==> src/pdmc_pkg.sv <==
package pdmc_pkg;
	localparam int         DATA_W          = 32;
	localparam int         ADDR_W          = 12;
	localparam int         NUM_UNITS       = 8;
	// Unit index of the data transfer controller
	localparam int         XFER_UNIT       = 0;
	localparam int         CLK_MHZ         = 250;

	// Register offsets (byte addresses)
	localparam logic [11:0] OFS_SYS_CTRL    = 12'h000;
	localparam logic [11:0] OFS_STANDBY     = 12'h004;
	localparam logic [11:0] OFS_CLK_CTRL    = 12'h008;
	localparam logic [11:0] OFS_UNIT_STOP   = 12'h00c;
	localparam logic [11:0] OFS_STATUS      = 12'h010;
	localparam logic [11:0] OFS_SLEEP       = 12'h014;

	// Field positions
	localparam int         SYS_RAM_EN_BIT  = 0;
	localparam int         SYS_EDGE_BIT    = 1;
	localparam int         SBY_SOFT_BIT    = 7;
	localparam int         SETTLE_LSB      = 0;
	localparam int         SETTLE_SEL_W    = 3;
	localparam int         CLK_STOP_BIT    = 0;
	localparam int         CLK_DIR_BIT     = 1;

	// Reset values
	localparam logic [7:0] SYS_RESET       = 8'h01;
	localparam logic [7:0] SBY_RESET       = 8'h00;
	localparam logic [7:0] CLK_RESET       = 8'h00;
	localparam logic [7:0] UNIT_STOP_RESET = 8'hfe;

	// Settle count base: 8192 states, doubling per select step, top at 262144
	localparam int         SETTLE_BASE_LOG = 13;
	localparam logic [2:0] SETTLE_SEL_MAX  = 3'h5;
	localparam int         SETTLE_W        = 19;

	// Recovery window after hardware standby exit on reset pin, 8 ms settle
	localparam int         OSC_SETTLE_US   = 8000;
	localparam int         OSC_SETTLE_CYC  = OSC_SETTLE_US * CLK_MHZ;

	typedef enum logic [2:0] {
		PDMC_RESET,
		PDMC_RUN,
		PDMC_SLEEP,
		PDMC_SOFT_SBY,
		PDMC_SETTLE,
		PDMC_HW_SBY
	} pdmc_mode_e;
endpackage

==> src/power_down_mode_control.sv <==
// Contract
// - Standby pin low forces hardware standby from any mode.
// - Hardware standby holds everything reset, stopped, ports floating.
// - Standby rising with reset low enters reset and restarts oscillation.
// - Reset release goes through reset handling then program execution.
// - Stop bit 1 halts the unit at bus cycle end; CPU runs.
// - Stop bit 0 releases the unit at bus cycle end.
// - Stopped units keep internal state, except serial and converter.
// - After reset all units except transfer controller start stopped.
// - Register access to a stopped unit is blocked.
// - Clock stop bit 1 holds clock pin high outside hardware standby.
// - Direction 1, stop 0: clock driven, high in soft standby, float in hw.
// - Direction 0 makes the clock pin a floating input always.
// - Edge select 0 falling, 1 rising; selected edge wakes soft standby.
// - Soft standby holds every I/O port at its present state.
// - Sleep with soft standby select 1 stops CPU, units, oscillator; here only CPU and oscillator stop, unitStop keeps its value.
// - Soft standby wake waits 8192 to 262144 states before clocks.
module power_down_mode_control #(
	parameter int NUM_UNITS = pdmc_pkg::NUM_UNITS
) (
	input  wire logic                         clk,
	input  wire logic                         rst,
	input  wire logic                         hwStandbyPinN,
	input  wire logic                         chipResetInN,
	input  wire logic                         nmiPin,
	input  wire logic                         sleepReq,
	input  wire logic                         busCycleEnd,
	input  wire logic                         xferActive,
	input  wire logic [NUM_UNITS-1:0]         unitAccessReq,
	input  wire logic                         psel,
	input  wire logic                         penable,
	input  wire logic                         pwrite,
	input  wire logic [pdmc_pkg::ADDR_W-1:0]  paddr,
	input  wire logic [pdmc_pkg::DATA_W-1:0]  pwdata,
	input  wire logic [3:0]                   pstrb,
	output logic                              pready,
	output logic [pdmc_pkg::DATA_W-1:0]       prdata,
	output logic                              pslverr,
	output logic [NUM_UNITS-1:0]              unitStop,
	output logic [NUM_UNITS-1:0]              unitAccessOk,
	output logic                              chipResetOut,
	output logic                              oscEnable,
	output logic                              cpuRun,
	output logic                              portsFloat,
	output logic                              portsHold,
	output logic                              ramEnable,
	output logic                              nmiWake,
	output logic                              clkOut,
	output logic                              clkOutEn
);
	import pdmc_pkg::*;

	////////////////////////////////////////////////////////////////
	logic [2:0]             sbySync;
	logic [2:0]             rstPinSync;
	logic [2:0]             nmiSync;
	logic                   sbyN;
	logic                   rstPinN;
	logic                   nmiLvl;
	pdmc_mode_e             mode;
	logic [7:0]             sysCtrl;
	logic [7:0]             sbyCtrl;
	logic [7:0]             clkCtrl;
	logic [NUM_UNITS-1:0]   stopReq;
	logic [SETTLE_W-1:0]    settleCnt;
	logic                   clkToggle;
	logic                   hwReset;

	// Forced standby acts directly, not through the synchroniser
	assign hwReset = rst | ~hwStandbyPinN;

	////////////////////////////////////////////////////////////////
	// Change counts once second and third stages agree
	// Only hwReset sees a raw pin; the mode machine reads settled levels
	always_ff @(posedge clk) begin
		sbySync    <= {sbySync[1:0], hwStandbyPinN};
		rstPinSync <= {rstPinSync[1:0], chipResetInN};
		nmiSync    <= {nmiSync[1:0], nmiPin};
		if (sbySync[1] == sbySync[2]) begin
			sbyN <= sbySync[2];
		end
		if (rstPinSync[1] == rstPinSync[2]) begin
			rstPinN <= rstPinSync[2];
		end
		if (nmiSync[1] == nmiSync[2]) begin
			nmiLvl <= nmiSync[2];
		end
	end

	function automatic logic [SETTLE_W-1:0] settle_len(input logic [2:0] sel);
		logic [2:0] s;
		s = (sel > SETTLE_SEL_MAX) ? SETTLE_SEL_MAX : sel;
		return SETTLE_W'(1) << (SETTLE_BASE_LOG + int'(s));
	endfunction

	function automatic logic hit(input logic [ADDR_W-1:0] a, input logic [11:0] ofs);
		return a == ADDR_W'(ofs);
	endfunction

	////////////////////////////////////////////////////////////////
	// NMI edge per select bit
	logic nmiPrev;
	logic nmiEdge;
	assign nmiEdge = sysCtrl[SYS_EDGE_BIT] ? (nmiLvl & ~nmiPrev) : (~nmiLvl & nmiPrev);
	always_ff @(posedge clk) begin
		nmiPrev <= nmiLvl;
		if (hwReset) begin
			nmiWake <= 1'b0;
		end else begin
			nmiWake <= nmiEdge;
		end
	end

	////////////////////////////////////////////////////////////////
	// Mode machine
	always_ff @(posedge clk) begin
		if (hwReset) begin
			mode      <= PDMC_HW_SBY;
			settleCnt <= '0;
			if (rst) begin
				mode <= PDMC_RESET;
			end
		end else begin
			case (mode)
				PDMC_HW_SBY: begin
					// Wait for the settled pin, so a glitch on the raw pin
					// cannot end standby before the chain has seen it
					if (sbyN) begin
						mode <= PDMC_RESET;
					end
				end
				PDMC_RESET: begin
					if (rstPinN) begin
						mode <= PDMC_RUN;
					end
				end
				PDMC_RUN: begin
					if (!rstPinN) begin
						mode <= PDMC_RESET;
					end else if (sleepReq) begin
						mode <= sbyCtrl[SBY_SOFT_BIT] ? PDMC_SOFT_SBY : PDMC_SLEEP;
					end
				end
				PDMC_SLEEP: begin
					if (!rstPinN) begin
						mode <= PDMC_RESET;
					end else if (nmiEdge) begin
						mode <= PDMC_RUN;
					end
				end
				PDMC_SOFT_SBY: begin
					if (!rstPinN) begin
						mode <= PDMC_RESET;
					end else if (nmiEdge) begin
						// Loaded one short: the zero count still spends a cycle
						mode      <= PDMC_SETTLE;
						settleCnt <= settle_len(sbyCtrl[SETTLE_LSB +: SETTLE_SEL_W]) - 1'b1;
					end
				end
				PDMC_SETTLE: begin
					if (!rstPinN) begin
						mode <= PDMC_RESET;
					end else if (settleCnt == '0) begin
						mode <= PDMC_RUN;
					end else begin
						settleCnt <= settleCnt - 1'b1;
					end
				end
				default: begin
					mode <= PDMC_RESET;
				end
			endcase
		end
	end

	////////////////////////////////////////////////////////////////
	// Status outputs per mode
	always_ff @(posedge clk) begin
		if (hwReset) begin
			chipResetOut <= 1'b1;
			oscEnable    <= ~rst ? 1'b0 : 1'b1;
			cpuRun       <= 1'b0;
			portsFloat   <= ~rst;
			portsHold    <= 1'b0;
		end else begin
			chipResetOut <= (mode == PDMC_RESET) | (mode == PDMC_HW_SBY);
			// Oscillator stays off until hardware standby is really left
			oscEnable    <= (mode != PDMC_SOFT_SBY) && (mode != PDMC_HW_SBY);
			cpuRun       <= (mode == PDMC_RUN);
			portsFloat   <= (mode == PDMC_HW_SBY);
			portsHold    <= (mode == PDMC_SOFT_SBY) | (mode == PDMC_SETTLE);
		end
	end

	////////////////////////////////////////////////////////////////
	// APB slave; zero wait state answer
	logic apbAcc;
	logic apbWr;
	assign apbAcc = psel & penable;
	assign apbWr  = apbAcc & pwrite & pstrb[0];

	always_ff @(posedge clk) begin
		if (hwReset) begin
			sysCtrl <= SYS_RESET;
			sbyCtrl <= SBY_RESET;
			clkCtrl <= CLK_RESET;
			stopReq <= NUM_UNITS'(UNIT_STOP_RESET);
		end else if (apbWr) begin
			if (hit(paddr, OFS_SYS_CTRL)) begin
				sysCtrl <= pwdata[7:0];
			end else if (hit(paddr, OFS_STANDBY)) begin
				sbyCtrl <= pwdata[7:0];
			end else if (hit(paddr, OFS_CLK_CTRL)) begin
				clkCtrl <= pwdata[7:0];
			end else if (hit(paddr, OFS_UNIT_STOP)) begin
				stopReq <= pwdata[NUM_UNITS-1:0];
				// Transfer controller stop refused while busy
				if (xferActive && pwdata[XFER_UNIT]) begin
					stopReq[XFER_UNIT] <= stopReq[XFER_UNIT];
				end
			end
		end
	end

	// Read data formed in setup, so pready and prdata leave flops together
	always_ff @(posedge clk) begin
		if (rst) begin
			pready  <= 1'b0;
			prdata  <= '0;
			pslverr <= 1'b0;
		end else begin
			pready  <= psel & ~penable;
			pslverr <= 1'b0;
			prdata  <= '0;
			if (psel && !penable) begin
				if (hit(paddr, OFS_SYS_CTRL)) begin
					prdata <= DATA_W'(sysCtrl);
				end else if (hit(paddr, OFS_STANDBY)) begin
					prdata <= DATA_W'(sbyCtrl);
				end else if (hit(paddr, OFS_CLK_CTRL)) begin
					prdata <= DATA_W'(clkCtrl);
				end else if (hit(paddr, OFS_UNIT_STOP)) begin
					prdata <= DATA_W'(stopReq);
				end else if (hit(paddr, OFS_STATUS)) begin
					prdata <= DATA_W'({unitStop, 5'(mode)});
				end else begin
					pslverr <= 1'b1;
				end
			end
		end
	end

	////////////////////////////////////////////////////////////////
	// Unit stop applied only at bus cycle end; units keep their own state
	// Access gating lags a new stop by one cycle at most
	always_ff @(posedge clk) begin
		if (hwReset) begin
			unitStop     <= NUM_UNITS'(UNIT_STOP_RESET);
			unitAccessOk <= '0;
			ramEnable    <= SYS_RESET[SYS_RAM_EN_BIT];
		end else begin
			if (busCycleEnd) begin
				unitStop <= stopReq;
			end
			unitAccessOk <= unitAccessReq & ~unitStop;
			ramEnable    <= sysCtrl[SYS_RAM_EN_BIT];
		end
	end

	////////////////////////////////////////////////////////////////
	// Clock output pin; half rate so it stays a flip-flop
	// Stop waits for a bus end, so the pin never shows a runt pulse
	always_ff @(posedge clk) begin
		if (hwReset) begin
			clkToggle <= 1'b1;
			clkOut    <= 1'b1;
			clkOutEn  <= 1'b0;
		end else begin
			clkToggle <= ~clkToggle;
			clkOutEn  <= clkCtrl[CLK_DIR_BIT];
			if (clkCtrl[CLK_STOP_BIT] && busCycleEnd) begin
				clkOut <= 1'b1;
			end else if (mode == PDMC_SOFT_SBY || mode == PDMC_SETTLE) begin
				clkOut <= 1'b1;
			end else if (!clkCtrl[CLK_STOP_BIT]) begin
				clkOut <= clkToggle;
			end
		end
	end
endmodule

==> config.mk <==
export PLATFORM = sky130hd
export DESIGN_NAME = power_down_mode_control
export DESIGN_NICKNAME = d
export VERILOG_FILES = /design/src/pdmc_pkg.sv /design/src/power_down_mode_control.sv
export SDC_FILE = /design/constraint.sdc
export NUM_CORES = 1
export LEC_CHECK = 0
export BUFFER_PORTS_ARGS = -buffer_cell sky130_fd_sc_hd__buf_2
export CAP_MARGIN = 30
export CORE_MARGIN = 1
export CORE_UTILIZATION = 45
export CTS_CLUSTER_DIAMETER = 200
export DETAILED_ROUTE_END_ITERATION = 10
export PLACE_DENSITY = 0.7
export SYNTH_ARGS = -nofsm -noshare
export SYNTH_HDL_FRONTEND = slang
export SYNTH_SLANG_ARGS = --single-unit
==> constraint.sdc <==
create_clock -name clk -period 7.6 [get_ports clk]
set_input_delay 1.52 -clock clk [delete_from_list [all_inputs] [get_ports clk]]
set_output_delay 1.52 -clock clk [all_outputs]
set_load 0.01 [all_outputs]
==> reports/metrics.cfg <==
[outcome]
outcome=completed

[worst_setup_path]
cp-start-kind=primary input
critPathKind=primary input to register
r2r-start=mode[0]
required_ps=7860
worstSetupEndpointType=register
ff2ff_path_depth=6
cp.arrival_ps=4380
critPathMaxFanout=14
cp-startpoint=paddr[10]

[timing]
timing.final.crit_period_ps=4120
worst_pin_slew_ps=960
relSlewSlack_pct=35.9
fin_skew_ps=15.4
finalCritPeriodShare_pct=54.2
slew_viol_final=0
rsz0062_at_grt=false
setup_violations=0
hold_viol=0
setup_tns_ps=0
fmax_mhz=243

[routing]
routedWlPerCell_um=14.7
firstDrtPassIters=5
drtIter0Drc=229
viasPerCell=5.49
routed_wl_um=10600
route.detailed.drc=0
vias=3945
final_antenna_net_count=0

[synthesis]
synthArstFlopShare_pct=0
synth_area_leaders=dfxtp_1, mux2i_1, nor2_1
synth_top_family_by_area=simple AND/OR/NAND/NOR gates
ys_types=64
yosysSeqAreaShare_pct=46.8
syn_inst=519
synthXorXnorAreaFrac_pct=1.29
synth_area_per_cell_um2=9.15
ys_ff_latch=108
synth_compound_area_share_pct=15.6
netlist_area_mm2=0.00475
yosys.area_share.simple_pct=20.9
synth_top_area_share_pct=43.0
synth-warning-count=0
yosys-top-cells-count=dfxtp_1, nor2_1, nand2_1
synthMostInstantiatedCell=dfxtp_1
ys.flop_type=dfxtp_1
synthAdderAreaFrac_pct=0.527
synth_top_area_cell=dfxtp_1
synth_edf_count=6
synth_mux_area_share_pct=8.01

[grt]
gr-total-overflow=0
antenna_found_initial=0
first_global_vias=3571
grt_max_degree=46
grt_usage_pct=19.5
grt_pass1_wl_um=17400

[cells_and_area]
design_area_mm2=0.00533
n_antenna_cell=0
multi_input_area_mm2=0.00229
drive_above_1_share_pct=20.2
syn2layout_area_growth_pct=12.3
seqCellArea_mm2=0.00222
nets=647
fillers=988

[pwr]
vdd_drop_max_mv=0.133
p_leak_uw=0.00207
powerDensity_mw_per_mm2=191

[placed_design]
io_buffers=79
place_hpwl_um=7360
gp_congestion=0.839
place_area_mm2=0.00514

[die]
fp.dieArea_mm2=0.0110
row_count=37
fp.coreArea_mm2=0.0103
dieWidth_um=105
initial_core_util_pct=46.2
ioPinCount=126
die_h_um=105

[clock_network]
clock-sinks=108
h-tree-depth=3
cts_hold_buf=0
ctsRootBufferMaster=clkbuf_8
clkTransAtPathRegs_ps=110
clock_latency_ps=380
clockBufferDepth=2
cts_tree=done
postCtsSetupBuffers=0
cts_buffers=9
cts_resized=0

[min_path]
hold_depth=0
worstHoldStart=nmiSync[0]
worstHoldPathType=register to register

[run]
max_cap_violations=0

==> registers in the layout (all words and copies together), names as in the netlist, 3 cells and up <==
register      flops
settleCnt        19
prdata           13
clkCtrl           8
sbyCtrl           8
stopReq           8
sysCtrl           8
unitAccessOk      8
unitStop          8
mode              3
nmiSync           3
rstPinSync        3
sbySync           3
==> layer usage <==
metal	global-route usage, %	share of wire (%)
met1	24.7	44
met2	33.3	48
met3	3.68	6.2
met4	6.84	1.5
met5	0	0
==> worst max-delay path: stages <==
cell and delay [ps]:
buf_2 100, nor4_1 360, and4b_1 600, nand2_1 380, nor3b_1 880, buf_4 290, mux2i_1 190, nor2_1 50
==> layout by cell type (no fill, tap or decap), types with 4 or more instances in the layout <==
cell and count:
dfxtp_1 102, buf_2 79, nor2_1 53, nand2_1 49, mux2i_1 38, o21ai_0 32
a21oi_1 30, conb_1 19, nand3_1 14, nor3_1 11, nor3b_1 11, clkbuf_8 9
inv_1 6, a31oi_1 6, and3_1 6, edfxtp_1 6, nand2b_1 5, nand3b_1 5
a311oi_1 5, buf_4 5, nor2b_1 4, o21a_1 4, a21o_1 4, xnor2_1 4
a222oi_1 4
==> through the flow <==
stage,worst slack (ps),std cells,util [%],power [uW],hold WS [ps]
after global routing,3330,719,51.9,1060,353
final,3480,719,51.9,1020,339
after detailed placement,3120,703,50.0,682,316
after global placement,3220,702,49.9,681,313
after CTS,3530,719,51.9,1030,342
after floorplan,4420,537,-,662,310
==> final timing paths <==
check	endpoint	slack, ps
setup / recovery	sbyCtrl[6]	3480
hold / removal	nmiSync[1]	340
setup reg to reg	settleCnt[15]	4960
hold reg to reg	nmiSync[1]	340
==> cells by family after synthesis <==
| logic type | Yosys count |
|---|---|
| other | 1 |
| buffers and inverters | 60 |
| XOR/XNOR | 7 |
| AO/OA/AOI/OAI | 115 |
| adder cells (fa/ha/maj) | 2 |
| multiplexers | 38 |
| flip-flops | 108 |
| AND/OR/NAND/NOR | 188 |
==> where the power goes <==
| part | total (uW) | leakage [uW] | internal [uW] | switching [uW] |
|---|---|---|---|---|
| registers | 592 | 0.000891 | 581 | 11.0 |
| clock network | 351 | 0.0000978 | 132 | 219 |
| logic | 77.7 | 0.00108 | 28.9 | 48.9 |
==> final cells by class <==
cell class,count,area share (%)
tap,136,3.19
inverter,6,0.422
multi-input combinational,369,42.9
clock inverter,7,1.36
timing repair buffer,84,8.12
clock buffer,9,2.32
sequential,108,41.7
No activity file was read; power rests on OpenSTA's default activity.
